**src/common/tma_map.vh**
```
// register map, field positions, reset values and timing figures of the aux block
`ifndef TMA_MAP_VH
`define TMA_MAP_VH

// ***********************************************************
// register byte offsets
// ***********************************************************
`define TMA_OFS_DIV_A      12'h010
`define TMA_OFS_DIV_B      12'h014
`define TMA_OFS_CTRL       12'h018
`define TMA_OFS_STATUS     12'h01C
`define TMA_OFS_IRQ_STAT   12'h020
`define TMA_OFS_IRQ_MASK   12'h024

// ***********************************************************
// field positions
// ***********************************************************
`define TMA_DIV_CAL_LSB    0
`define TMA_DIV_PLL_LSB    3
`define TMA_DIV_MTR_LSB    0
`define TMA_CTRL_MODE_LSB  0
`define TMA_CTRL_FCLR_BIT  2
`define TMA_CTRL_ISRC_BIT  7
`define TMA_ST_FLAG_BIT    0
`define TMA_ST_ACT_BIT     1
`define TMA_ST_G1_BIT      2
`define TMA_ST_G2_BIT      3
`define TMA_ST_CNT1_LSB    8
`define TMA_ST_CNT2_LSB    16
`define TMA_EV_RESULT      0
`define TMA_EV_OVF         1
`define TMA_EV_STOP_INPUT_CH1       2
`define TMA_EV_STOP_INPUT_CH2       3
`define TMA_EV_GFAULT      4
`define TMA_EV_W           5

// ***********************************************************
// modes and reset values
// ***********************************************************
`define TMA_MODE_SHORT     2'h0
`define TMA_MODE_LONG      2'h1
`define TMA_MODE_RESADJ    2'h2
`define TMA_DIV_A_RST      6'h00
`define TMA_DIV_B_RST      3'h0
`define TMA_CTRL_RST       8'h00
`define TMA_MASK_RST       5'h00

// ***********************************************************
// divider figures
// ***********************************************************
`define TMA_DIV_CNT_W      7
`define TMA_DIV_MAX_CODE   3'h6
`define TMA_DIV_CAP_CODE   3'h5

`endif

```
**src/tma_sync.v**
```verilog
// two-stage synchroniser for one asynchronous pin
`timescale 1ns/1ps
`default_nettype none
module tma_sync (
  input  wire clk_sys_in,
  input  wire rst_n_in,
  input  wire async_in,
  output reg  sync_out
);
  reg meta_q;

  // first stage is read only by the second
  always @(posedge clk_sys_in or negedge rst_n_in) begin
    if (!rst_n_in) begin
      meta_q   <= 1'b0;
      sync_out <= 1'b0;
    end else begin
      meta_q   <= async_in;
      sync_out <= meta_q;
    end
  end
endmodule
`default_nettype wire

```
**src/tma_clk_div.v**
```verilog
// power-of-two divider producing a one-cycle enable pulse
`timescale 1ns/1ps
`default_nettype none
`include "tma_map.vh"
module tma_clk_div #(
  parameter CAP_AT_SIX = 0
) (
  input  wire       clk_sys_in,
  input  wire       rst_n_in,
  input  wire [2:0] sel_in,
  output reg        en_out
);
  reg  [2:0]                sel_q;
  reg  [`TMA_DIV_CNT_W-1:0] cnt_q;
  reg  [2:0]                shift;
  wire [`TMA_DIV_CNT_W-1:0] last;

  // codes 6 and 7 give 64, the capped variant gives 32 at code 6
  always @* begin
    if (sel_in > `TMA_DIV_MAX_CODE)
      shift = `TMA_DIV_MAX_CODE;
    else if ((CAP_AT_SIX != 0) && (sel_in == `TMA_DIV_MAX_CODE))
      shift = `TMA_DIV_CAP_CODE;
    else
      shift = sel_in;
  end
  assign last = (7'h01 << shift) - 7'h01;

  // count restarts when the select changes, so a write acts at once
  always @(posedge clk_sys_in or negedge rst_n_in) begin
    if (!rst_n_in) begin
      sel_q  <= 3'h0;
      cnt_q  <= 7'h00;
      en_out <= 1'b0;
    end else begin
      sel_q <= sel_in;
      if (sel_in != sel_q) begin
        cnt_q  <= 7'h00;
        en_out <= 1'b0;
      end else if (cnt_q >= last) begin
        cnt_q  <= 7'h00;
        en_out <= 1'b1;
      end else begin
        cnt_q  <= cnt_q + 7'h01;
        en_out <= 1'b0;
      end
    end
  end
endmodule
`default_nettype wire

```
**src/tma_top.v**
```verilog
// auxiliary functions of a two-channel time-interval measuring unit
//
// Summary of operation
// - each stop gate high enables its channel
// - start is accepted whatever the gates show
// - flag source: result written or overflow
// - control bit 7 selects source, reset result
// - interrupt event shows as flag rising edge
// - three derived clocks, each own divider
// - codes 0..5 give 1..32, 6/7 give 64 (meter clock: 6 gives 32)
// - divider selects live in two registers
`timescale 1ns/1ps
`default_nettype none
`include "tma_map.vh"
module tma_top (
  input  wire        clk_sys_in,
  input  wire        rst_n_in,
  // apb slave
  input  wire        psel_in,
  input  wire        penable_in,
  input  wire        pwrite_in,
  input  wire [11:0] paddr_in,
  input  wire [31:0] pwdata_in,
  output reg  [31:0] prdata_out,
  output wire        pready_out,
  output wire        pslverr_out,
  // measurement pins
  input  wire        start_input_in,
  input  wire        stop_input_ch1_in,
  input  wire        stop_input_ch2_in,
  input  wire        stop_gate_ch1_in,
  input  wire        stop_gate_ch2_in,
  // events from the measuring core on this clock
  input  wire        result_written_in,
  input  wire        overflow_in,
  // accepted edges towards the measuring core
  output reg         start_accept_out,
  output reg         stop_accept_ch1_out,
  output reg         stop_accept_ch2_out,
  // derived clock enables
  output wire        calib_clk_en_out,
  output wire        pll_ref_en_out,
  output wire        meter_clk_en_out,
  // flags
  output reg         interrupt_flag_out,
  output wire        irq_out
);

  // ***********************************************************
  // declarations
  // ***********************************************************
  wire                  start_s;
  wire                  stop_input_ch1_s;
  wire                  stop_input_ch2_s;
  wire                  gate1_s;
  wire                  gate2_s;
  reg                   start_d1_q;
  reg                   stop_input_ch1_d1_q;
  reg                   stop_input_ch2_d1_q;
  reg                   gate1_d1_q;
  reg                   gate2_d1_q;
  wire                  start_rise;
  wire                  stop_input_ch1_rise;
  wire                  stop_input_ch2_rise;
  reg                   gate_ok1;
  reg                   gate_ok2;
  reg  [5:0]            div_a_q;
  reg  [2:0]            div_b_q;
  reg  [7:0]            ctrl_q;
  reg  [`TMA_EV_W-1:0]  irq_stat_q;
  reg  [`TMA_EV_W-1:0]  irq_stat_d;
  reg  [`TMA_EV_W-1:0]  irq_mask_q;
  reg  [`TMA_EV_W-1:0]  events;
  reg                   active_q;
  reg  [7:0]            cnt1_q;
  reg  [7:0]            cnt2_q;
  reg                   flag_src;
  reg                   flag_clr;
  reg                   gate_fault;
  wire [1:0]            mode;
  wire                  wr_en;
  wire                  rd_setup;
  reg                   addr_ok;
  reg  [31:0]           rd_mux;
  reg  [31:0]           status_w;

  // ***********************************************************
  // pin synchronisers
  // ***********************************************************
  tma_sync u_sync_start (
    .clk_sys_in (clk_sys_in),
    .rst_n_in   (rst_n_in),
    .async_in   (start_input_in),
    .sync_out   (start_s)
  );
  tma_sync u_sync_stop_input_ch1 (
    .clk_sys_in (clk_sys_in),
    .rst_n_in   (rst_n_in),
    .async_in   (stop_input_ch1_in),
    .sync_out   (stop_input_ch1_s)
  );
  tma_sync u_sync_stop_input_ch2 (
    .clk_sys_in (clk_sys_in),
    .rst_n_in   (rst_n_in),
    .async_in   (stop_input_ch2_in),
    .sync_out   (stop_input_ch2_s)
  );
  tma_sync u_sync_gate1 (
    .clk_sys_in (clk_sys_in),
    .rst_n_in   (rst_n_in),
    .async_in   (stop_gate_ch1_in),
    .sync_out   (gate1_s)
  );
  tma_sync u_sync_gate2 (
    .clk_sys_in (clk_sys_in),
    .rst_n_in   (rst_n_in),
    .async_in   (stop_gate_ch2_in),
    .sync_out   (gate2_s)
  );

  // ***********************************************************
  // edge detection on synchronised pins
  // ***********************************************************
  // one more stage gives the previous level of each pin
  always @(posedge clk_sys_in or negedge rst_n_in) begin
    if (!rst_n_in) begin
      start_d1_q <= 1'b0;
      stop_input_ch1_d1_q <= 1'b0;
      stop_input_ch2_d1_q <= 1'b0;
      gate1_d1_q <= 1'b0;
      gate2_d1_q <= 1'b0;
    end else begin
      start_d1_q <= start_s;
      stop_input_ch1_d1_q <= stop_input_ch1_s;
      stop_input_ch2_d1_q <= stop_input_ch2_s;
      gate1_d1_q <= gate1_s;
      gate2_d1_q <= gate2_s;
    end
  end

  assign start_rise = start_s & ~start_d1_q;
  assign stop_input_ch1_rise = stop_input_ch1_s & ~stop_input_ch1_d1_q;
  assign stop_input_ch2_rise = stop_input_ch2_s & ~stop_input_ch2_d1_q;
  assign mode       = ctrl_q[`TMA_CTRL_MODE_LSB+1:`TMA_CTRL_MODE_LSB];

  // ***********************************************************
  // stop gating
  // ***********************************************************
  // short and adjust modes want the gate high before and at the edge;
  // long range only looks at the gate level at the edge
  always @* begin
    if (mode == `TMA_MODE_LONG) begin
      gate_ok1 = gate1_s;
      gate_ok2 = gate2_s;
    end else begin
      gate_ok1 = gate1_s & gate1_d1_q;
      gate_ok2 = gate2_s & gate2_d1_q;
    end
  end

  // gates low during a long-range measurement break the far side's duty
  always @* begin
    gate_fault = active_q & (mode == `TMA_MODE_LONG) & ~(gate1_s & gate2_s);
  end

  // accepted edges as registered one-cycle pulses
  always @(posedge clk_sys_in or negedge rst_n_in) begin
    if (!rst_n_in) begin
      start_accept_out    <= 1'b0;
      stop_accept_ch1_out <= 1'b0;
      stop_accept_ch2_out <= 1'b0;
    end else begin
      start_accept_out    <= start_rise;
      stop_accept_ch1_out <= stop_input_ch1_rise & gate_ok1;
      stop_accept_ch2_out <= stop_input_ch2_rise & gate_ok2;
    end
  end

  // ***********************************************************
  // measurement tracking
  // ***********************************************************
  // start opens a measurement and clears the hit counts, a result or an overflow closes it
  always @(posedge clk_sys_in or negedge rst_n_in) begin
    if (!rst_n_in) begin
      active_q <= 1'b0;
      cnt1_q   <= 8'h00;
      cnt2_q   <= 8'h00;
    end else begin
      if (start_accept_out) begin
        active_q <= 1'b1;
      end else if (result_written_in | overflow_in) begin
        active_q <= 1'b0;
      end
      if (start_accept_out) begin
        cnt1_q <= 8'h00;
      end else if (stop_accept_ch1_out && cnt1_q != 8'hFF) begin
        cnt1_q <= cnt1_q + 8'h01;
      end
      if (start_accept_out) begin
        cnt2_q <= 8'h00;
      end else if (stop_accept_ch2_out && cnt2_q != 8'hFF) begin
        cnt2_q <= cnt2_q + 8'h01;
      end
    end
  end

  // ***********************************************************
  // interrupt flag pin
  // ***********************************************************
  // the selected source sets the flag; a new start or software clears it
  always @* begin
    if (ctrl_q[`TMA_CTRL_ISRC_BIT])
      flag_src = overflow_in;
    else
      flag_src = result_written_in;
    flag_clr = start_accept_out |
               (wr_en && paddr_in == `TMA_OFS_CTRL && pwdata_in[`TMA_CTRL_FCLR_BIT]);
  end

  // set wins over clear so an event is never lost
  always @(posedge clk_sys_in or negedge rst_n_in) begin
    if (!rst_n_in) begin
      interrupt_flag_out <= 1'b0;
    end else if (flag_src) begin
      interrupt_flag_out <= 1'b1;
    end else if (flag_clr) begin
      interrupt_flag_out <= 1'b0;
    end
  end

  // ***********************************************************
  // derived clock dividers
  // ***********************************************************
  tma_clk_div #(
    .CAP_AT_SIX (0)
  ) u_div_cal (
    .clk_sys_in (clk_sys_in),
    .rst_n_in   (rst_n_in),
    .sel_in     (div_a_q[`TMA_DIV_CAL_LSB+2:`TMA_DIV_CAL_LSB]),
    .en_out     (calib_clk_en_out)
  );
  tma_clk_div #(
    .CAP_AT_SIX (0)
  ) u_div_pll (
    .clk_sys_in (clk_sys_in),
    .rst_n_in   (rst_n_in),
    .sel_in     (div_a_q[`TMA_DIV_PLL_LSB+2:`TMA_DIV_PLL_LSB]),
    .en_out     (pll_ref_en_out)
  );
  tma_clk_div #(
    .CAP_AT_SIX (1)
  ) u_div_mtr (
    .clk_sys_in (clk_sys_in),
    .rst_n_in   (rst_n_in),
    .sel_in     (div_b_q[`TMA_DIV_MTR_LSB+2:`TMA_DIV_MTR_LSB]),
    .en_out     (meter_clk_en_out)
  );

  // ***********************************************************
  // apb decode
  // ***********************************************************
  assign wr_en       = psel_in & penable_in & pwrite_in & addr_ok;
  assign rd_setup    = psel_in & ~penable_in & ~pwrite_in;
  assign pready_out  = 1'b1;
  assign pslverr_out = psel_in & penable_in & ~addr_ok;

  // address check and read data selection
  always @* begin
    status_w = 32'h0000_0000;
    status_w[`TMA_ST_FLAG_BIT] = interrupt_flag_out;
    status_w[`TMA_ST_ACT_BIT]  = active_q;
    status_w[`TMA_ST_G1_BIT]   = gate1_s;
    status_w[`TMA_ST_G2_BIT]   = gate2_s;
    status_w[`TMA_ST_CNT1_LSB+7:`TMA_ST_CNT1_LSB] = cnt1_q;
    status_w[`TMA_ST_CNT2_LSB+7:`TMA_ST_CNT2_LSB] = cnt2_q;
    addr_ok = 1'b1;
    case (paddr_in)
      `TMA_OFS_DIV_A:    rd_mux = {26'h0, div_a_q};
      `TMA_OFS_DIV_B:    rd_mux = {29'h0, div_b_q};
      `TMA_OFS_CTRL:     rd_mux = {24'h0, ctrl_q};
      `TMA_OFS_STATUS:   rd_mux = status_w;
      `TMA_OFS_IRQ_STAT: rd_mux = {27'h0, irq_stat_q};
      `TMA_OFS_IRQ_MASK: rd_mux = {27'h0, irq_mask_q};
      default: begin
        rd_mux  = 32'h0000_0000;
        addr_ok = 1'b0;
      end
    endcase
  end

  // read data is captured in the setup cycle and stands for the access
  always @(posedge clk_sys_in or negedge rst_n_in) begin
    if (!rst_n_in) begin
      prdata_out <= 32'h0000_0000;
    end else if (rd_setup) begin
      prdata_out <= rd_mux;
    end
  end

  // ***********************************************************
  // control registers
  // ***********************************************************
  // flag clear bit is a strobe and never stored
  always @(posedge clk_sys_in or negedge rst_n_in) begin
    if (!rst_n_in) begin
      div_a_q    <= `TMA_DIV_A_RST;
      div_b_q    <= `TMA_DIV_B_RST;
      ctrl_q     <= `TMA_CTRL_RST;
      irq_mask_q <= `TMA_MASK_RST;
    end else if (wr_en) begin
      case (paddr_in)
        `TMA_OFS_DIV_A:    div_a_q    <= pwdata_in[5:0];
        `TMA_OFS_DIV_B:    div_b_q    <= pwdata_in[2:0];
        `TMA_OFS_CTRL:     ctrl_q     <= pwdata_in[7:0] &
                                         ~(8'h01 << `TMA_CTRL_FCLR_BIT);
        `TMA_OFS_IRQ_MASK: irq_mask_q <= pwdata_in[`TMA_EV_W-1:0];
        default:           ctrl_q     <= ctrl_q;
      endcase
    end
  end

  // ***********************************************************
  // interrupt status
  // ***********************************************************
  // events set sticky bits; write one clears, a new event wins
  always @* begin
    events = {`TMA_EV_W{1'b0}};
    events[`TMA_EV_RESULT] = result_written_in;
    events[`TMA_EV_OVF]    = overflow_in;
    events[`TMA_EV_STOP_INPUT_CH1]  = stop_accept_ch1_out;
    events[`TMA_EV_STOP_INPUT_CH2]  = stop_accept_ch2_out;
    events[`TMA_EV_GFAULT] = gate_fault;
    irq_stat_d = irq_stat_q;
    if (wr_en && paddr_in == `TMA_OFS_IRQ_STAT)
      irq_stat_d = irq_stat_q & ~pwdata_in[`TMA_EV_W-1:0];
    irq_stat_d = irq_stat_d | events;
  end

  always @(posedge clk_sys_in or negedge rst_n_in) begin
    if (!rst_n_in) begin
      irq_stat_q <= {`TMA_EV_W{1'b0}};
    end else begin
      irq_stat_q <= irq_stat_d;
    end
  end

  // level interrupt while any unmasked status bit is set
  assign irq_out = |(irq_stat_q & irq_mask_q);

endmodule
`default_nettype wire

```
**config.mk**
```make
export PLATFORM = sky130hd
export DESIGN_NAME = tma_top
export DESIGN_NICKNAME = d
export VERILOG_FILES = /design/src/tma_sync.v /design/src/tma_clk_div.v /design/src/tma_top.v
export VERILOG_INCLUDE_DIRS = /design/src /design/src/common
export SDC_FILE = /design/constraint.sdc
export NUM_CORES = 1
export LEC_CHECK = 0
export ABC_AREA = 1
export BUFFER_PORTS_ARGS = -buffer_cell sky130_fd_sc_hd__clkbuf_2
export CORE_MARGIN = 8
export CORE_UTILIZATION = 30
export CTS_BUF_LIST = sky130_fd_sc_hd__clkbuf_4 sky130_fd_sc_hd__clkbuf_8
export DETAILED_ROUTE_END_ITERATION = 10
export PLACE_DENSITY = 0.57
export SYNTH_ARGS = -nofsm -noshare
export SYNTH_HDL_FRONTEND = slang
export SYNTH_SLANG_ARGS = --single-unit
```
**constraint.sdc**
```tcl
create_clock -name clk_sys_in -period 2.4 [get_ports clk_sys_in]
set_clock_uncertainty 0.1 [all_clocks]
set_input_delay 0.48 -clock clk_sys_in [delete_from_list [all_inputs] [get_ports clk_sys_in]]
set_output_delay 0.48 -clock clk_sys_in [all_outputs]
set_load 0.02 [all_outputs]
```
Yosys cells after proc, flatten, opt, wreduce, memory -nomap -nowiden:

Cells that the tools add are included.

* shift-type cells: 3
* bitwise operators: 29
* multiplexer cells: 30
* $lt $le $gt $ge: 6
* equal/unequal tests: 13
* $add $sub $neg: 8
* reduce and logical (&&, ||, !) cells: 15

Operator list (number)
* one-hot mux 24 bit (6 select lines): 1
* == test 12 x 5 -> 1 bit, second input constant: 4
* 2-to-1 mux 7 bit: 6
* 2-to-1 mux 8 bit: 4
* == test 12 x 6 -> 1 bit, second input constant: 2
* adder 7 x 1 -> 7 bit, second input constant: 3
* >= comparator 7 bit: 3
* left shift 1 x 3 -> 7 bit, first input constant: 3
* subtractor 7 x 1 -> 7 bit, second input constant: 3
* adder 8 x 1 -> 8 bit, second input constant: 2
* AND 1 bit: 16
* inequality test 8 bit, second input constant: 2
* 2-to-1 mux 1 bit: 14
* 2-to-1 mux 3 bit: 4
* AND 5 bit: 2
* > comparator 3 bit, second input constant: 3
* inequality test 3 bit: 3
* AND reduction 2 bit: 4
* nonzero test 2 bit: 4
* inverter 1 bit: 7
* OR reduction 6 bit: 1
* logical AND 1 bit: 5
* 2-to-1 mux 5 bit: 1
* inverter 5 bit: 1
* 5 further kinds: 6

* word-level logic and storage cells: 141
* bits in registers: 127
* output and inout port bits: 42
* bits of input ports: 56

Depth between registers and ports, before layout:

* word-level depth: 9
* gate-level depth with buffers: 13
* depth with buffers taken out: 12

By module:

From an unflattened synthesis, not the netlist that was laid out.

* cell total of the unflattened synthesis: 726
* area, all modules: 6237.2 um^2

Modules (own cells, without submodules)
* tma_top: area an instance 3912.5 um^2, cells an instance 449, sequential area each 1901.8 um^2, times used 1
* tma_clk_div (u_div_cal): area an instance 696.9 um^2, cells an instance 89, sequential area each 275.3 um^2, times used 1
* tma_clk_div (u_div_pll): area an instance 690.7 um^2, cells an instance 88, sequential area each 275.3 um^2, times used 1
* tma_clk_div (u_div_mtr): area an instance 686.9 um^2, cells an instance 90, sequential area each 275.3 um^2, times used 1
* tma_sync: area an instance 50.0 um^2, cells an instance 2, sequential area each 50.0 um^2, times used 5

Worst setup path after synthesis:

Ideal clock, no wire load.

* path kind: input port to output port
* start: input paddr_in[10]
* end: output pslverr_out
* path slack: 457 ps
* arrival: 1363 ps
* buffers on the path: 0
* data required time: 1820 ps
* stages on the path: 8
* path through: inv_1 > nand2_1 > nor2_8 > nand2_1 > nor2_2 > nor2_2 > nand2_4 > nor2_1

* cells in the longest elaborated chain, start to end: 5
* elaborated cells on any way between the ends: 10
* classes of those cells: eq/ne: 6; mux: 1; bitwise: 2; reduce/logical: 1

Ends and longest elaborated chain
* start, declared: line tma_top.v:22 `input wire [11:0] paddr_in,`
* == test 12 x 5 -> 1 bit / == test 12 x 6 -> 1 bit (equally long branches): line tma_top.v:277 `case (paddr_in)`
* OR reduction 6 bit (no line) *
* 2-to-1 mux 1 bit *: line tma_top.v:277
* inverter 1 bit *: line tma_top.v:265 `assign pslverr_out = psel_in & penable_in & ~addr_ok;`
* AND 1 bit *: line tma_top.v:265
* end, declared: line tma_top.v:26 `output wire pslverr_out,`

Every way passes the cells marked *; elsewhere a longest branch is shown, timed or not.

Worst setup path after layout:

* start: input paddr_in[6]
* end: output pslverr_out

The elaborated chain is that of the path after synthesis.

==> tab_implementation.tex <==
\begin{tabular}{lr}
\hline
Metric & Value \\
\hline
\multicolumn{2}{l}{\textbf{Run status}} \\
\quad Status & complete, no violations \\
\multicolumn{2}{l}{\textbf{Synthesis}} \\
\quad Fraction of synthesized cell area taken by the top area cell type & 0.510 \\
\quad Adder-Cell Fraction of Synth Area & 0.0557 \\
\quad Post-synthesis simple-gate area fraction & 0.220 \\
\quad Post-synthesis cell area & slightly below 0.006 mm² \\
\quad Main synth FF type & sky130\_fd\_sc\_hd\_\_dfrtp\_1 \\
\quad Async S/R FF share, synth & 1.00 \\
\quad Fraction of the mapped netlist area in compound gates & 0.0963 \\
\quad Top cell types by occurrence after synthesis & sky130\_fd\_sc\_hd\_\_nand2\_1 (148), sky130\_fd\_sc\_hd\_\_dfrtp\_1 (119), sky130\_fd\_sc\_hd\_\_inv\_1 (89) \\
\quad Sequential element share of the synthesized area & 0.510 \\
\quad Multiplexer fraction of the synthesized cell area & 0 \\
\quad Syn Area/Cell & 8.74 µm² \\
\quad Number of flip-flops and latches in the synthesized netlist & between 100 and 150 \\
\quad Yosys cell types & 34 \\
\quad Post-synth EDFFs & 0 \\
\quad Top post-synthesis cells by area & sky130\_fd\_sc\_hd\_\_dfrtp\_1 (51\%), sky130\_fd\_sc\_hd\_\_nand2\_1 (9.5\%), sky130\_fd\_sc\_hd\_\_inv\_1 (5.7\%) \\
\quad Most frequent cell after synthesis & sky130\_fd\_sc\_hd\_\_nand2\_1 \\
\quad Xor and xnor fraction of the mapped netlist area & 0.0315 \\
\quad Dominant cell type by area after synthesis & sky130\_fd\_sc\_hd\_\_dfrtp\_1 \\
\quad Combinational family with the most area after synthesis & simple AND/OR/NAND/NOR gates \\
\quad Post-synthesis cell count & roughly 670 \\
\quad Yosys synthesis warning count & 0 \\
\multicolumn{2}{l}{\textbf{Critical path}} \\
\quad Critical R2R Launch & div\_a\_q[1] \\
\quad Slowest cell on the critical path & sky130\_fd\_sc\_hd\_\_nor2\_1 \\
\quad Chain of cells forming the critical path & clkbuf\_2 -> inv\_2 -> nand2\_2 -> nor2\_1 -> nand2\_1 -> o21ai\_2 -> inv\_2 -> nand2\_4 -> nor2\_1 -> clkbuf\_2 \\
\quad Crit. End Element & output port \\
\quad Reg-to-Reg End & u\_div\_cal.cnt\_q[4] \\
\quad Maximum net fanout on the critical path & 4 \\
\quad Critical Path Start Type & input port \\
\quad Reg2Reg Depth & 12 \\
\quad Worst reg2reg setup slack & $\sim$440 ps \\
\quad Critical Setup Path Class & input port to output port \\
\quad Largest stage delay, worst path & 290 ps \\
\quad Arrival time at the worst endpoint & about 1600 ps \\
\quad Required time at the worst-slack endpoint & approximately 1800 ps \\
\multicolumn{2}{l}{\textbf{Power and ir drop}} \\
\quad Peak ir drop on the vdd network & roughly 0.00044 V \\
\quad P\_leak & between 3 and 4 nW \\
\quad Seq pwr share & 0.485 \\
\quad Power density over the cells & roughly 680 mW/mm² \\
\quad Clock Power Share & 0.369 \\
\quad Sw frac & 0.297 \\
\quad P\_int & around 3.3 mW \\
\quad Combinational Power Share & 0.146 \\
\quad Power dissipated by switching net loads & 1.39 mW \\
\multicolumn{2}{l}{\textbf{Layout}} \\
\quad Count of non-filler cells in the finished layout & 1026 \\
\quad Final \#Nets & 830 \\
\quad Share of layout cells above drive strength 1 & 0.183 \\
\quad Antenna diodes & 0 \\
\quad Layout area overhead & 17.7\% \\
\quad Final design instance area without fill & 0.00687 mm² \\
\multicolumn{2}{l}{\textbf{Placement}} \\
\quad Area post-placement & between 0.006 and 0.007 mm² \\
\quad Hpwl dp & 9990 µm \\
\quad Routability congestion estimate from global placement & between 0.8 and 0.9 \\
\quad Total of buffers placed on input and output ports & between 60 and 70 \\
\quad Placed cell count & just under 1000 \\
\multicolumn{2}{l}{\textbf{STA}} \\
\quad Final Cycle Share & 0.907 \\
\quad Number of hold violations in the final report & 0 \\
\quad Min cycle time layout & between 2000 and 2500 ps \\
\quad Final Setup Violations & 0 \\
\quad Number of pins exceeding their max-slew limit in the final report & 0 \\
\quad RSZ-0062 raised after global routing & false \\
\quad Setup tns final & 0 ps \\
\quad Max Clk Rate & 0.459 GHz \\
\multicolumn{2}{l}{\textbf{Run}} \\
\quad Number of max-cap violations & 0 \\
\multicolumn{2}{l}{\textbf{Clock tree}} \\
\quad \# Post-CTS Setup Buffers & 0 \\
\quad CTS H-tree depth & 4 \\
\quad Post-CTS sizing & 0 \\
\quad Clock transition at path regs & around 70 ps \\
\quad Clock tree from TritonCTS & done \\
\quad Clock Latency Late Sink & around 440 ps \\
\quad Number of buffers created by CTS & 17 \\
\quad Maximum count of clock buffers along a single path & 2 \\
\quad Post-CTS Hold Buffers & 1 \\
\quad Root cell of the clock tree & sky130\_fd\_sc\_hd\_\_clkbuf\_8 \\
\quad Sinks on Clock Net & about 120 \\
\multicolumn{2}{l}{\textbf{Global route}} \\
\quad Antenna violations before repair & 0 \\
\quad First-pass GRT wire length & about 22000 µm \\
\quad Remaining Overflow, GRT & 0 \\
\quad Total global-route track usage & 0.117 \\
\quad Via count of the first global-routing pass & 4372 \\
\quad Maximum number of pins on one net before global-route repair & 56 \\
\multicolumn{2}{l}{\textbf{Routing}} \\
\quad First-pass DRT Iterations & 4 \\
\quad Final WL & approximately 13000 µm \\
\quad Total via count after detailed routing & about 4400 \\
\quad Initial DRC Count & between 200 and 250 \\
\quad Detail-routed net length per standard cell & about 13 µm \\
\quad \# DRC & 0 \\
\quad Remaining antenna violation count after routing & 0 \\
\quad Average via count per standard cell & 4.29 \\
\multicolumn{2}{l}{\textbf{Floorplanning}} \\
\quad Rows & between 50 and 60 \\
\quad Initial standard-cell utilization of the core & 0.303 \\
\quad Core Box Area & slightly below 0.02 mm² \\
\quad Die Wd & 155 µm \\
\quad Ports placed on the boundary & 98 \\
\quad Overall die area & $\sim$0.024 mm² \\
\quad Overall die height & between 150 and 200 µm \\
\multicolumn{2}{l}{\textbf{Hold path}} \\
\quad Hold path depth & 1 \\
\quad Hold\_sp & stop\_input\_ch1\_in \\
\quad Worst Hold Endpoint & u\_sync\_stop\_input\_ch1.meta\_q \\
\quad Min-Delay Path Class & input port to flop \\
\hline
\end{tabular}
==> power by group through the flow <==
stage	clock network (mW)	registers, mW	logic (mW)
2_1_floorplan	0	2.31	0.470
3_3_place_gp	0	2.31	0.673
3_5_place_dp	0	2.31	0.692
4_1_cts	1.80	2.27	0.699
5_1_grt	1.88	2.30	0.802
6_report	1.73	2.27	0.681
==> placed cells by master, fill, tap and decap left out, types with 2 or more instances in the layout <==
master / count
sky130_fd_sc_hd__a211oi_1: 2
sky130_fd_sc_hd__a21oi_1: 23
sky130_fd_sc_hd__buf_4: 9
sky130_fd_sc_hd__clkbuf_2: 63
sky130_fd_sc_hd__clkbuf_8: 19
sky130_fd_sc_hd__clkinv_2: 3
sky130_fd_sc_hd__clkinv_4: 3
sky130_fd_sc_hd__clkinvlp_4: 3
sky130_fd_sc_hd__conb_1: 12
sky130_fd_sc_hd__dfrtp_1: 119
sky130_fd_sc_hd__ha_1: 26
sky130_fd_sc_hd__inv_1: 89
sky130_fd_sc_hd__inv_2: 8
sky130_fd_sc_hd__inv_6: 3
sky130_fd_sc_hd__nand2_1: 148
sky130_fd_sc_hd__nand2_2: 6
sky130_fd_sc_hd__nand3_1: 32
sky130_fd_sc_hd__nand3_2: 2
sky130_fd_sc_hd__nand3_4: 2
sky130_fd_sc_hd__nand4_1: 9
sky130_fd_sc_hd__nor2_1: 61
sky130_fd_sc_hd__nor2_2: 3
sky130_fd_sc_hd__nor2_8: 2
sky130_fd_sc_hd__nor3_1: 10
sky130_fd_sc_hd__nor3b_1: 8
sky130_fd_sc_hd__o21ai_0: 25
sky130_fd_sc_hd__o21ai_1: 16
sky130_fd_sc_hd__o21ai_2: 8
sky130_fd_sc_hd__o22ai_1: 3
sky130_fd_sc_hd__o31ai_1: 15
sky130_fd_sc_hd__xnor2_1: 6
sky130_fd_sc_hd__xor2_1: 15
==> final cells by class <==
type | count | area, µm²
fillers | 2033 | 12400
flip-flops and latches | 119 | 2980
multi-input cells | 439 | 2400
repair buffers | 74 | 413
inverters | 97 | 364
well taps | 265 | 332
clock buffers | 19 | 262
clock inverters | 13 | 120
==> critical path, delay by kind of cell <==
| family | cells | cell delay (ps) |
|---|---|---|
| AO/OA/AOI/OAI | 1 | 130 |
| AND/OR/NAND/NOR | 5 | 650 |
| buffers and inverters | 4 | 320 |
==> layer usage <==
layer / GRT usage / wire length (µm) / up-vias / share of wire
li1: - / - / 2288 / -
met1: 0.142 / 6130 / 2020 / 0.47
met2: 0.191 / 6150 / 81 / 0.47
met3: 0.0366 / 685 / 14 / 0.052
met4: 0.0467 / 182 / 0 / 0.014
met5: 0 / 0 / - / 0
==> state kept, by name, indices dropped and copies added (netlist names), 5 cells and up <==
| signal | cells |
|---|---|
| prdata_out | 24 |
| cnt1_q | 8 |
| cnt2_q | 8 |
| ctrl_q | 7 |
| u_div_cal.cnt_q | 7 |
| u_div_mtr.cnt_q | 7 |
| u_div_pll.cnt_q | 7 |
| div_a_q | 6 |
| irq_mask_q | 5 |
| irq_stat_q | 5 |
==> per-stage QoR <==
stage,setup WS [ps],utilization,power [mW],hold WS (ps)
2_1_floorplan,457,-,2.78,84.4
4_1_cts,204,0.356,4.77,4.03
3_5_place_dp,207,0.336,3.01,236
5_1_grt,104,0.356,4.98,0.111
3_3_place_gp,214,0.336,2.99,232
6_report,223,0.356,4.68,34.8
==> cell families (layout without fill, tap and decap cells) <==
group,after synthesis,count (layout)
other,2,12
XOR/XNOR,21,21
flip-flops,119,119
adder cells (fa/ha/maj),26,26
AND/OR/NAND/NOR,285,285
buffers and inverters,120,203
AO/OA/AOI/OAI,95,95
==> worst max-delay path by stage <==
stage | from | endpoint | depth (start not counted)
global route | paddr_in[7] | pslverr_out | 10
floorplan | paddr_in[10] | pslverr_out | 8
finish | paddr_in[6] | pslverr_out | 10
CTS | paddr_in[6] | pslverr_out | 10
global placement | paddr_in[6] | pslverr_out | 10
detailed placement | paddr_in[7] | pslverr_out | 10
Power figures use the tool's default switching activity.
